File: config.mk
export PLATFORM = sky130hd
export DESIGN_NAME = embd_port
export DESIGN_NICKNAME = d
export VERILOG_FILES = /design/src/include/embd_pkg.sv /design/src/include/embd_acc_if.sv /design/src/hdl/embd_bank_decode.sv /design/src/hdl/embd_lane_decode.sv /design/src/hdl/embd_port.sv
export SDC_FILE = /design/constraint.sdc
export NUM_CORES = 1
export LEC_CHECK = 0
export BUFFER_PORTS_ARGS = -buffer_cell sky130_fd_sc_hd__buf_2
export CAP_MARGIN = 25
export CORE_AREA = 3 3 215 217
export CTS_BUF_LIST = sky130_fd_sc_hd__clkbuf_8
export CTS_CLUSTER_SIZE = 16
export DETAILED_ROUTE_END_ITERATION = 16
export DIE_AREA = 0 0 218 220
export PLACE_DENSITY = 0.59
export SYNTH_ARGS = -nofsm -noshare
export SYNTH_HDL_FRONTEND = slang
export SYNTH_HIERARCHICAL = 1
export SYNTH_SLANG_ARGS = --single-unit
File: constraint.sdc
create_clock -name REF_CLK -period 6 [get_ports REF_CLK]
set_input_delay 0.9 -clock REF_CLK [delete_from_list [all_inputs] [get_ports REF_CLK]]
set_output_delay 0.9 -clock REF_CLK [all_outputs]
set_load 0.02 [all_outputs]
File: src/include/embd_pkg.sv
// shared constants and types of the external memory bank decode port
package embd_pkg;
    // host bus and memory widths
    localparam int ADDR_WIDTH = 32; // host_addr_width
    localparam int DATA_WIDTH = 32; // host_data_width
    localparam int MAX_MEM_WIDTH = 32; // widest memory subsystem
    localparam int LANE_COUNT = MAX_MEM_WIDTH / 8; // one per byte lane
    localparam int BANK_MAX = 4; // most banks the port can decode
    localparam int CHAN_MAX = 4; // most cache-link channels
    localparam int BUS_MASTER_COUNT = 2; // bus_master_count
    localparam int MASTER_ID_WIDTH = $clog2(BUS_MASTER_COUNT);
    // default bank windows, power-of-two sized and aligned
    localparam logic [0:BANK_MAX-1][31:0] BANK_BASE_DEFAULT = {
        32'h0000_0000, 32'h0010_0000, 32'h0020_0000, 32'h0030_0000};
    localparam logic [0:BANK_MAX-1][31:0] BANK_HIGH_DEFAULT = {
        32'h000F_FFFF, 32'h001F_FFFF, 32'h002F_FFFF, 32'h003F_FFFF};
    // control register window on the host bus
    localparam logic [31:0] REG_WINDOW_BASE = 32'hFFFF_0000;
    localparam logic [31:0] REG_WINDOW_MASK = 32'hFFFF_F000;
    localparam logic [11:0] CTRL_OFFSET = 12'h000;
    localparam logic [11:0] STATUS_OFFSET = 12'h004;
    // control and status fields
    localparam int CTRL_WAIT_LSB = 0;
    localparam int CTRL_WAIT_WIDTH = 4;
    localparam logic [3:0] CTRL_WAIT_RESET = 4'h2;
    localparam int STATUS_BUSY_BIT = 0;
    localparam int STATUS_BANK_LSB = 4;
    localparam int STATUS_MISS_LSB = 8;
    // access sizes, coded as the bus transfer size
    typedef enum logic [1:0] {SIZE_BYTE, SIZE_HALF, SIZE_WORD} embd_size_t;
    // access engine states
    typedef enum {ST_IDLE, ST_SETUP, ST_STROBE, ST_HOLD} embd_state_t;
endpackage

File: src/include/embd_acc_if.sv
// access address bundle shared by engine, bank decoder and lane decoder
interface embd_acc_if;
    logic [31:0] addr; // latched access byte address
    logic [1:0] size; // access size code
    logic [0:embd_pkg::BANK_MAX-1] bank_hit; // window match per bank
    logic [0:embd_pkg::LANE_COUNT-1] lane_mask; // lanes touched, 0 = msb
    modport core (output addr, output size, input bank_hit,
        input lane_mask);
    modport dec (input addr, output bank_hit);
    modport lane (input addr, input size, output lane_mask);
endinterface

File: src/hdl/embd_bank_decode.sv
// per-bank window decoder for the latched access address
module embd_bank_decode #(
    parameter int BANK_COUNT = 1,
    parameter logic [0:embd_pkg::BANK_MAX-1][31:0] BANK_BASE_ADDRESS =
        embd_pkg::BANK_BASE_DEFAULT,
    parameter logic [0:embd_pkg::BANK_MAX-1][31:0] BANK_HIGH_ADDRESS =
        embd_pkg::BANK_HIGH_DEFAULT
) (
    embd_acc_if.dec acc // address in, hits out
);
    // each bank compares only against its own pair of limits
    for (genvar b = 0; b < embd_pkg::BANK_MAX; b++) begin : g_bank
        if (b < BANK_COUNT) begin : g_used
            // size mask from base xor high, valid for aligned windows
            localparam logic [31:0] SPAN =
                BANK_BASE_ADDRESS[b] ^ BANK_HIGH_ADDRESS[b];
            assign acc.bank_hit[b] =
                (acc.addr & ~SPAN) == BANK_BASE_ADDRESS[b];
        end else begin : g_unused
            assign acc.bank_hit[b] = 1'b0;
        end
    end
endmodule

File: src/hdl/embd_lane_decode.sv
// byte lane selection for big-endian byte, halfword and word accesses
module embd_lane_decode (
    embd_acc_if.lane acc // address and size in, lane mask out
);
    // lane 0 carries the lowest byte address, the most significant byte
    always_comb begin
        acc.lane_mask = 4'h0;
        unique case (acc.size)
            embd_pkg::SIZE_BYTE: begin
                acc.lane_mask[acc.addr[1:0]] = 1'b1;
            end
            embd_pkg::SIZE_HALF: begin
                acc.lane_mask = acc.addr[1] ? 4'h3 : 4'hC;
            end
            default: begin
                acc.lane_mask = 4'hF; // word, and the unused fourth code
            end
        endcase
    end
endmodule

File: src/hdl/embd_port.sv
// bank decode port: host bus slave, cache-link channels, memory pins
// Function
// - only banks zero to count minus one decode
// - each bank has its own base and high
// - only accesses inside a bank window are served
// - select from decode, chip enable from state
// - one read enable line per configured bank
// - byte, halfword and word accesses supported
// - host data big-endian, bit 31 most significant
// - no memory clock output is generated
// - memory buses labelled big-endian, index zero msb
// - master id and responses sized by master count
// - channels above count ignored, outputs held default
// - data bus split into in, out, enable
// - write strobes and lane enables per byte lane
// - memory address as wide as host address
// - excluded host port ignores memory accesses; control window still answers, ready held high
module embd_port #(
    parameter int BANK_COUNT = 1, // banks in use, 1 to 4
    parameter int CHANNEL_COUNT = 2, // cache-link channels, 0 to 4
    parameter bit HOST_PORT_PRESENT = 1'b1, // host_port_present
    parameter logic [3:0] CHANNEL_WRITE_ENABLE = 4'hF, // per channel
    parameter logic [0:embd_pkg::BANK_MAX-1][31:0] BANK_BASE_ADDRESS =
        embd_pkg::BANK_BASE_DEFAULT, // bank_base_address
    parameter logic [0:embd_pkg::BANK_MAX-1][31:0] BANK_HIGH_ADDRESS =
        embd_pkg::BANK_HIGH_DEFAULT // bank_high_address
) (
    input wire logic REF_CLK, // 25 MHz system clock
    input wire logic NRST, // async reset, active low
    input wire logic HSEL, // slave select
    input wire logic [31:0] HADDR, // byte address
    input wire logic [1:0] HTRANS, // transfer type
    input wire logic HWRITE, // write when high
    input wire logic [2:0] HSIZE, // transfer size
    input wire logic [31:0] HWDATA, // write data
    input wire logic HREADY, // bus ready
    input wire logic [embd_pkg::MASTER_ID_WIDTH-1:0] HMASTER, // master id
    output logic [31:0] HRDATA, // read data
    output logic HREADYOUT, // slave ready
    output logic HRESP, // always okay
    output logic [embd_pkg::BUS_MASTER_COUNT-1:0] MASTER_DONE, // per master
    input wire logic [3:0] CH_REQ, // channel request levels
    input wire logic [3:0] CH_WRITE, // channel write flags
    input wire logic [7:0] CH_SIZE, // two size bits per channel
    input wire logic [127:0] CH_ADDR, // word per channel
    input wire logic [127:0] CH_WDATA, // word per channel
    output logic [3:0] CH_ACK, // one-cycle done pulses
    output logic [31:0] CH_RDATA, // shared read data
    input wire logic [0:embd_pkg::MAX_MEM_WIDTH-1] MEM_DQ_IN, // data in
    output logic [0:embd_pkg::MAX_MEM_WIDTH-1] MEM_DQ_OUT, // data out
    output logic [0:embd_pkg::MAX_MEM_WIDTH-1] MEM_DQ_OE, // drive enables
    output logic [0:embd_pkg::ADDR_WIDTH-1] MEM_ADDR, // byte address
    output logic [0:BANK_COUNT-1] BANK_SELECT_N, // decode selects
    output logic [0:BANK_COUNT-1] BANK_CE, // state chip enables
    output logic [0:BANK_COUNT-1] MEM_READ_ENABLE_N, // output enables
    output logic [0:embd_pkg::LANE_COUNT-1] LANE_WRITE_STROBE_N, // writes
    output logic [0:embd_pkg::LANE_COUNT-1] LANE_ENABLE_N // byte enables
);
    // the memory clock is left to the system, none is made here
    // memory width equals host width, nothing to narrow
    // full byte address goes out; the board picks its shifted slice

    embd_acc_if acc (); // latched access seen by both decoders

    embd_bank_decode #(
        .BANK_COUNT(BANK_COUNT),
        .BANK_BASE_ADDRESS(BANK_BASE_ADDRESS),
        .BANK_HIGH_ADDRESS(BANK_HIGH_ADDRESS)
    ) u_bank (
        .acc(acc)
    );

    embd_lane_decode u_lane (
        .acc(acc)
    );

    // engine state
    embd_pkg::embd_state_t state; // access phase
    logic acc_write; // access writes memory
    logic [31:0] acc_wdata; // word to drive
    logic src_host; // access came from the host bus
    logic [1:0] src_ch; // granted channel
    logic [3:0] cnt; // strobe cycles left
    logic [31:0] rdata; // captured memory word
    logic acc_hit; // address inside some bank
    logic active; // memory pins in use

    // host side
    logic ap_take; // address phase accepted
    logic ap_reg; // address falls in the control window
    logic host_pend; // host memory access outstanding
    logic [embd_pkg::MASTER_ID_WIDTH-1:0] host_master; // requester id
    logic [31:0] host_addr; // latched host address
    logic [1:0] host_size; // latched host size
    logic host_write; // latched host direction
    logic reg_wr_pend; // control write in data phase
    logic [11:0] reg_wr_off; // offset of that write

    // registers
    logic [3:0] ctrl_wait; // extra strobe cycles
    logic [7:0] miss_cnt; // accesses outside every window
    logic [1:0] last_bank; // bank of the latest hit

    // channels
    logic [3:0] ch_live; // request from a channel in use
    logic [3:0] ch_wr_ok; // write allowed on that channel
    logic next_grant_valid; // some channel may start
    logic [1:0] next_grant; // lowest waiting channel

    assign ap_take = HSEL && HTRANS[1] && HREADY;
    assign ap_reg = (HADDR & embd_pkg::REG_WINDOW_MASK) ==
        embd_pkg::REG_WINDOW_BASE;
    assign acc_hit = |acc.bank_hit;
    assign active = (state != embd_pkg::ST_IDLE) && acc_hit;
    assign HREADYOUT = !host_pend; // stall only while a host memory access is outstanding
    assign HRESP = 1'b0;

    // unused channels see no request and may never write
    for (genvar i = 0; i < embd_pkg::CHAN_MAX; i++) begin : g_chan
        if (i < CHANNEL_COUNT) begin : g_used
            assign ch_live[i] = CH_REQ[i] && !CH_ACK[i];
            assign ch_wr_ok[i] = CH_WRITE[i] && CHANNEL_WRITE_ENABLE[i];
        end else begin : g_unused
            assign ch_live[i] = 1'b0;
            assign ch_wr_ok[i] = 1'b0;
        end
    end

    // fixed priority, lowest channel first; host goes before any
    always_comb begin
        next_grant_valid = 1'b0;
        next_grant = 2'h0;
        for (int i = embd_pkg::CHAN_MAX - 1; i >= 0; i--) begin
            if (ch_live[i]) begin
                next_grant_valid = 1'b1;
                next_grant = 2'(i);
            end
        end
    end

    // host address phase capture
    always_ff @(posedge REF_CLK or negedge NRST) begin
        if (!NRST) begin
            host_pend <= 1'b0;
            host_master <= '0;
            host_addr <= 32'h0000_0000;
            host_size <= 2'h0;
            host_write <= 1'b0;
        end else if (ap_take && !ap_reg && HOST_PORT_PRESENT) begin
            host_pend <= 1'b1; // memory candidate, window checked later
            host_master <= HMASTER;
            host_addr <= HADDR;
            host_size <= HSIZE[1:0];
            host_write <= HWRITE;
        end else if (state == embd_pkg::ST_HOLD && src_host) begin
            host_pend <= 1'b0; // cannot meet a new capture: bus stalled
        end
    end

    // control register writes land in the data phase
    always_ff @(posedge REF_CLK or negedge NRST) begin
        if (!NRST) begin
            reg_wr_pend <= 1'b0;
            reg_wr_off <= 12'h000;
            ctrl_wait <= embd_pkg::CTRL_WAIT_RESET;
        end else begin
            reg_wr_pend <= ap_take && ap_reg && HWRITE;
            reg_wr_off <= HADDR[11:0];
            if (reg_wr_pend && reg_wr_off == embd_pkg::CTRL_OFFSET) begin
                ctrl_wait <= HWDATA[embd_pkg::CTRL_WAIT_LSB +:
                    embd_pkg::CTRL_WAIT_WIDTH];
            end
        end
    end

    // read data for the host: registers answer at once, memory later
    always_ff @(posedge REF_CLK or negedge NRST) begin
        if (!NRST) begin
            HRDATA <= 32'h0000_0000;
        end else if (ap_take && ap_reg && !HWRITE) begin
            HRDATA <= 32'h0000_0000;
            if (HADDR[11:0] == embd_pkg::CTRL_OFFSET) begin
                HRDATA[embd_pkg::CTRL_WAIT_LSB +:
                    embd_pkg::CTRL_WAIT_WIDTH] <= ctrl_wait;
            end else if (HADDR[11:0] == embd_pkg::STATUS_OFFSET) begin
                HRDATA[embd_pkg::STATUS_BUSY_BIT] <=
                    state != embd_pkg::ST_IDLE;
                HRDATA[embd_pkg::STATUS_BANK_LSB +: 2] <= last_bank;
                HRDATA[embd_pkg::STATUS_MISS_LSB +: 8] <= miss_cnt;
            end
        end else if (ap_take) begin
            HRDATA <= 32'h0000_0000; // excluded port or write reads zero
        end else if (state == embd_pkg::ST_HOLD && src_host) begin
            HRDATA <= rdata; // byte address n+0 sits in bits 31:24
        end
    end

    // access engine: setup, strobe for wait+1 cycles, hold
    always_ff @(posedge REF_CLK or negedge NRST) begin
        if (!NRST) begin
            state <= embd_pkg::ST_IDLE;
            acc.addr <= 32'h0000_0000;
            acc.size <= 2'h0;
            acc_write <= 1'b0;
            acc_wdata <= 32'h0000_0000;
            src_host <= 1'b0;
            src_ch <= 2'h0;
            cnt <= 4'h0;
        end else begin
            unique case (state)
                embd_pkg::ST_IDLE: begin
                    if (host_pend) begin
                        state <= embd_pkg::ST_SETUP;
                        acc.addr <= host_addr;
                        acc.size <= host_size;
                        acc_write <= host_write;
                        acc_wdata <= HWDATA; // data phase of the host
                        src_host <= 1'b1;
                    end else if (next_grant_valid) begin
                        state <= embd_pkg::ST_SETUP;
                        acc.addr <= CH_ADDR[32*next_grant +: 32];
                        acc.size <= CH_SIZE[2*next_grant +: 2];
                        acc_write <= ch_wr_ok[next_grant];
                        acc_wdata <= CH_WDATA[32*next_grant +: 32];
                        src_host <= 1'b0;
                        src_ch <= next_grant;
                    end
                end
                embd_pkg::ST_SETUP: begin
                    cnt <= ctrl_wait;
                    // outside every window: skip the pins entirely
                    state <= acc_hit ? embd_pkg::ST_STROBE :
                        embd_pkg::ST_HOLD;
                end
                embd_pkg::ST_STROBE: begin
                    if (cnt == 4'h0) begin
                        state <= embd_pkg::ST_HOLD;
                    end else begin
                        cnt <= cnt - 4'h1;
                    end
                end
                embd_pkg::ST_HOLD: begin
                    state <= embd_pkg::ST_IDLE;
                end
            endcase
        end
    end

    // memory read capture on the last strobe cycle
    always_ff @(posedge REF_CLK or negedge NRST) begin
        if (!NRST) begin
            rdata <= 32'h0000_0000;
        end else if (state == embd_pkg::ST_SETUP) begin
            rdata <= 32'h0000_0000; // a miss reads back zero
        end else if (state == embd_pkg::ST_STROBE && cnt == 4'h0 &&
                !acc_write) begin
            rdata <= MEM_DQ_IN; // dq[0] lands in bit 31
        end
    end

    // status bookkeeping
    always_ff @(posedge REF_CLK or negedge NRST) begin
        if (!NRST) begin
            miss_cnt <= 8'h00;
            last_bank <= 2'h0;
        end else if (state == embd_pkg::ST_SETUP) begin
            if (!acc_hit) begin
                miss_cnt <= miss_cnt + 8'h01; // wraps, diagnostic only
            end
            for (int b = 0; b < embd_pkg::BANK_MAX; b++) begin
                if (acc.bank_hit[b]) begin
                    last_bank <= 2'(b);
                end
            end
        end
    end

    // completion pulses to the requester
    always_ff @(posedge REF_CLK or negedge NRST) begin
        if (!NRST) begin
            MASTER_DONE <= '0;
            CH_ACK <= 4'h0;
            CH_RDATA <= 32'h0000_0000;
        end else begin
            MASTER_DONE <= '0;
            CH_ACK <= 4'h0;
            if (state == embd_pkg::ST_HOLD) begin
                if (src_host) begin
                    MASTER_DONE[host_master] <= 1'b1;
                end else begin
                    CH_ACK[src_ch] <= 1'b1; // only live channels
                    CH_RDATA <= rdata;
                end
            end
        end
    end

    // memory pins; controls and drive enables released while idle, address and data out keep the last access
    assign MEM_ADDR = acc.addr;
    assign MEM_DQ_OUT = acc_wdata;
    assign MEM_DQ_OE = {embd_pkg::MAX_MEM_WIDTH{acc_write && active &&
        (state == embd_pkg::ST_STROBE || state == embd_pkg::ST_HOLD)}};
    assign LANE_ENABLE_N = active ? ~acc.lane_mask : 4'hF;
    assign LANE_WRITE_STROBE_N = (active && acc_write &&
        state == embd_pkg::ST_STROBE) ? ~acc.lane_mask : 4'hF;

    for (genvar b = 0; b < BANK_COUNT; b++) begin : g_pin
        assign BANK_SELECT_N[b] = !(active && acc.bank_hit[b]);
        assign BANK_CE[b] = active && acc.bank_hit[b] &&
            state == embd_pkg::ST_STROBE;
        assign MEM_READ_ENABLE_N[b] = !(active && !acc_write &&
            acc.bank_hit[b] && state != embd_pkg::ST_HOLD);
    end
endmodule

Word level (Yosys, flattened, before mapping)
Cells that the tools add are included.
Widths: inputs -> output; s select.
{"block": "op_classes", "n_addsub": 2, "mul": 0, "div_mod_pow": 0, "n_lt_le_gt_ge": 7, "n_eq_ne": 13, "shifts": 3, "n_mux": 49, "n_bitwise": 5, "reduce_logical": 51}
{"op": "$mux 32", "count": 12}
{"op": "$shiftx 128x7->32", "count": 2}
{"op": "$pmux 32 s4", "count": 1}
{"op": "$eq 32x2->1 const B", "count": 3}
{"op": "$eq 32x3->1 const B", "count": 2}
{"op": "$logic_not 32->1", "count": 2}
{"op": "$eq 32x1->1 const B", "count": 1}
{"op": "$ne 32x3->1 const B", "count": 1}
{"op": "$reduce_bool 32->1", "count": 1}
{"op": "$logic_and 1x1->1", "count": 24}
{"op": "$logic_not 12->1", "count": 2}
{"op": "$mux 4", "count": 6}
{"op": "$eq 20x20->1 const B", "count": 1}
{"op": "$mux 1", "count": 17}
{"op": "$mux 8", "count": 2}
{"op": "$pmux 4 s2", "count": 2}
{"op": "$eq 12x3->1 const B", "count": 1}
{"op": "$reduce_and 2->1", "count": 5}
{"op": "$add 8x1->8 const B", "count": 1}
{"op": "$logic_not 1->1", "count": 8}
{"op": "$mux 2", "count": 4}
{"op": "$reduce_bool 2->1", "count": 4}
{"op": "$shiftx 8x3->2", "count": 1}
{"op": "$demux 1 s2", "count": 2}
{"op": "22 further kinds", "count": 25}
{"block": "word_totals", "register_bits": 270, "latch_bits": 0, "mem_bits_rw": 0, "mem_bits_ro": 0, "input_bits": 379, "out_inout_bits": 179, "word_cells": 152, "memories": 0}

Logic depth before layout (Yosys ltp)
{"block": "logic_depth", "word_depth": 8, "depth_mapped": 8, "ltp_nobuf": 6}

Hierarchy
The synthesis kept the hierarchy.
{"mod": "embd_port", "n_inst": 1, "cells_per_inst": 1015, "area_each_um2": 11024.3, "seq_area_each_um2": 5982.0}
{"mod": "embd_bank_decode", "n_inst": 1, "cells_per_inst": 8, "area_each_um2": 51.3, "seq_area_each_um2": 0.0}
{"mod": "embd_lane_decode", "n_inst": 1, "cells_per_inst": 7, "area_each_um2": 51.3, "seq_area_each_um2": 0.0}

Worst setup path after synthesis
No wires, ideal clock.
{"block": "synth_timing", "path_kind": "reg2out", "start": "register acc.addr[28], in the netlist MEM_ADDR[3]", "end": "output MEM_DQ_OE[0] (netlist name)", "arrival_time_ns": 4.274, "t_required_ns": 5.100, "setup_slack_ns": 0.826, "stages_incl_launch_ff": 6, "path_buffers": 1, "cell_sequence": "dfrtp_1 nor4_1 and3_1 nor4_1 nor4_1 buf_4"}
{"block": "synth_between", "elab_chain_cells": 4}
{"element": "start, declared", "line": "embd_acc_if.sv:3", "text": "logic [31:0] addr;"}
{"element": "start signal, assigned", "line": "embd_port.sv:214", "text": "acc.addr <= host_addr;"}
{"element": "start signal, assigned", "line": "embd_port.sv:221", "text": "acc.addr <= CH_ADDR[32*next_grant +: 32];"}
{"element": "$logic_not 32->1", "line": "embd_bank_decode.sv:18", "text": "(acc.addr & ~SPAN) == BANK_BASE_ADDRESS[b];"}
{"element": "named net acc.bank_hit, one bit", "line": "embd_acc_if.sv:5", "text": "logic [0:embd_pkg::BANK_MAX-1] bank_hit;"}
{"element": "$logic_and 1x1->1", "line": "embd_port.sv:114", "text": "assign active = (state != embd_pkg::ST_IDLE) && acc_hit;"}
{"element": "$logic_and 1x1->1 (2 in a row)", "line": "embd_port.sv:301", "text": "assign MEM_DQ_OE = {embd_pkg::MAX_MEM_WIDTH{acc_write && active &&"}
{"element": "end, declared", "line": "embd_port.sv:51", "text": "output logic [0:embd_pkg::MAX_MEM_WIDTH-1] MEM_DQ_OE,"}
The timed path passes the listed nets, and every way through them passes these cells.

Worst setup path after layout
{"block": "layout_timing", "start": "register acc.addr[28], in the netlist MEM_ADDR[3]", "end": "output LANE_WRITE_STROBE_N[0] (netlist name)"}
{"block": "layout_between", "elab_chain_cells": 5}
{"element": "$logic_not 32->1", "line": "embd_bank_decode.sv:18"}
{"element": "named net acc.bank_hit, one bit", "line": "embd_acc_if.sv:5"}
{"element": "$logic_and 1x1->1", "line": "embd_port.sv:114"}
{"element": "$logic_and 1x1->1 (2 in a row)", "line": "embd_port.sv:304", "text": "assign LANE_WRITE_STROBE_N = (active && acc_write &&"}
{"element": "$mux 4", "line": "embd_port.sv:305", "text": "state == embd_pkg::ST_STROBE) ? ~acc.lane_mask : 4'hF;"}
{"element": "end, declared", "line": "embd_port.sv:56", "text": "output logic [0:embd_pkg::LANE_COUNT-1] LANE_WRITE_STROBE_N,"}
The timed path passes the listed nets, and every way through them passes these cells.

==> summary.md <==
| Metric | Value |
|---|---|
| Clk buf depth | 3 |
| Chip width | between 200 and 250 µm |
| Clk Tree Root Cell | clkbuf_8 |
| Met2 WL | between 15000 and 20000 µm |
| Leakage | around 7.4 nW |
| Fill count | between 4000 and 5000 |
| Seq/Total Area, Yosys | 0.538 |
| Data arrival time of the worst path | 3220 ps |
| GR Overflow Total | 0 |
| Yosys cell types | 54 |
| Layout Cells excl Fill | slightly above 2000 |
| Clk_lat worst skew | approximately 590 ps |
| N_diodes | 0 |
| Hpwl dp | about 30000 µm |
| Met1 WL | 19400 µm |
| Cells after Synth | between 1000 and 1500 |
| Placer Congestion | 0.850 |
| GRT Total Usage | 0.168 |
| Rows | 77 |
| Final ANT Viol Nets | 0 |
| Placement Setup Slack | around 2200 ps |
| Worst VDD drop | 0.228 mV |
| H-tree levels | 2 |
| Num CTS Buffers | 45 |
| Core ar. | 44300 µm² |
| Post-route DRC | 0 |
| DR WL/cell | between 20 and 25 µm |
| Worst-margin pin slew | between 1000 and 1500 ps |
| Top cell type by total area after synthesis | dfrtp_1 |
| Area Overhead vs Synth | 30.9% |
| Largest cells by area after synthesis | dfrtp_1, mux2_2, nand2_1 |
| Pwr Total | 6.72 mW |
| Final WL | around 42000 µm |
| Initial drt markers | 476 |
| Clock-pin slew on the worst setup and hold paths | ~60 ps |
| Vias/cell | 4.74 |
| Flops & latches, synth | 239 |
| Pre-antenna DRT Iters | 4 |
| Ys flop type | dfrtp_1 |
| Mapped Avg Cell Area | between 10 and 15 µm² |
| Layout cells sized above 1 | 0.419 |
| Worst EP required | between 5000 and 6000 ps |
| Rel. slew slack | 0.323 |
| # hold bufs at CTS | 0 |
| Vias | roughly 9600 |
| Post-Place Cells | around 1900 |
| Clock skew | ~43 ps |
| IO Port Bufs | between 400 and 500 |
| Most frequent CP cell | nor4_1 |
| Fin crit share | 0.686 |
| Post-synth ARST share | 1.00 |
| Initial antenna violation count | 2 |
| RSZ-0062 raised after global routing | no |
| Share of the synthesized area in the top cell type | 0.535 |
| Clock tree from TritonCTS | done |
| Final count of negative-setup-slack endpoints | 0 |
| Clock sinks | between 200 and 250 |
| Post-CTS setup buffers | 0 |
| Worst min-delay path category | in2async |
| CP endpoint kind | output pin |
| Setup ws final | 1880 ps |
| Pwr Density | 461 nW/µm² |
| Vias in the first global route | between 9000 and 10000 |
| First-pass GRT wire length | between 60000 and 70000 µm |
| Most frequent cells in the layout | buf_2, dfrtp_1, nand2_1 |
| Post-cts resize count | 0 |
| Post-DP Area | ~14000 µm² |
| Top routing layer used | met5 |
| Final Instance Area | about 15000 µm² |
| CP Cell Sequence | nor4_1 > and3_1 > nor4_1 > nor2_1 > nand4_1 > buf_2 |
| Setup_tns | 0 ps |
| Largest net degree at the start of global routing | 146 |
| Final hold vios | 0 |
| Util after Layout | 0.329 |
| Die ar. | ~48000 µm² |
| Critical R2R Launch | CH_ACK[1]$_DFF_PN0_ |
| Max Fanout on Critical Path | 8 |
| Crit-path max cell delay | between 700 and 800 ps |
| Most common cell after layout, fill and taps aside | buf_2 |
| Startpoint Class | flip-flop |
| Period minus WS final | about 4100 ps |
| Synthesized area | around 11000 µm² |
| Critical path class | reg2out |
| Crit path launch | MEM_ADDR[3]$_DFFE_PN0P_ |
| Met3 wire len | 3190 µm |
| Fin Hold WS | approximately 340 ps |
| Fmax | 0.243 GHz |
| Io pins | 558 |
| Starting Density | 0.251 |
| Max-slew violation count | 0 |
| Post-synth EDFFs | 0 |
| Max-cap viol count | 0 |
| Final nets | 1779 |
| Status | finished clean |
| Slowest-stage cell, CP | nor4_1 |
| Yosys warnings | 6 |
| Chip height | ~220 µm |
==> per-layer routing <==
layer | global-route usage | up-vias
li1 | - | 4427
met1 | 0.236 | 4709
met2 | 0.254 | 373
met3 | 0.0495 | 65
met4 | 0.0448 | 2
met5 | 0 | -
==> final timing paths <==
path	to	slack (ps)	depth (start not counted)
min reg2reg	CH_ACK[0]$_DFF_PN0_	450	1
min	HRDATA[6]$_DFFE_PN0P_	340	1
max reg2reg	MEM_ADDR[3]$_DFFE_PN0P_	2870	6
max	LANE_WRITE_STROBE_N[0]	1880	6
min in group REF_CLK	CH_ACK[0]$_DFF_PN0_	450	1
max in group asynchronous	MEM_ADDR[8]$_DFFE_PN0P_	4320	2
==> cell type report <==
cell class	count	area, µm²	share of cell area
flip-flops and latches	239	5980	0.411
multi-input cells	663	4530	0.311
repair buffers	433	2280	0.157
clock buffers	57	785	0.0538
well taps	592	741	0.0508
clock inverters	25	208	0.0143
inverters	11	41.3	0.00283
==> worst max-delay path: cells and delay by family, from the launching register on <==
family        cells  cell delay, ps
buf+inv           1             230
flops             1             400
simple gates      5            2030
==> power by group <==
group / internal, mW / switching [mW]
clock network: 0.993 / 0.741
registers: 2.02 / 0.348
logic: 0.939 / 1.68
total: 3.95 / 2.77
==> synthesized netlist by cell type, types with 2 or more instances <==
cell,n
buf_12,2
nor2_1,53
a21oi_1,51
nand3b_1,3
dfrtp_1,238
clkbuf_1,72
mux2i_1,3
a221o_1,27
nor4b_1,2
nor3_1,4
nand2b_1,4
o31ai_1,41
and3_1,45
nor4_1,10
ha_1,7
conb_1,2
buf_1,5
and2_1,3
nand4_1,12
a211oi_1,44
o22a_1,3
or3_1,2
a22o_1,36
a21o_1,3
inv_1,10
buf_4,37
o21ai_0,49
mux2_2,54
nand2_1,106
nor2b_1,6
o21bai_1,2
mux2_4,20
buf_2,3
xnor2_1,7
mux2_1,5
nand3_1,40
a41oi_1,2
==> flip-flops by register name, summed over array words and instances (netlist names), 4 cells and up <==
signal / count
cnt: 4
host_addr: 32
reg_wr_off: 12
miss_cnt: 8
ctrl_wait: 4
MEM_DQ_OUT: 32
rdata: 32
MEM_ADDR: 32
HRDATA: 32
CH_RDATA: 32
==> logic make-up (layout without fill, tap and decap cells) <==
group	Yosys count	after routing	synth area share
compound gates	263	263	0.166
mux	82	82	0.0894
buf+inv	132	526	0.0620
fa+ha+maj	7	7	0.00787
flops	239	239	0.538
other cells	2	6	0.000675
xor+xnor	8	8	0.00630
simple gates	297	297	0.131
(Power assumes the default switching activity.)
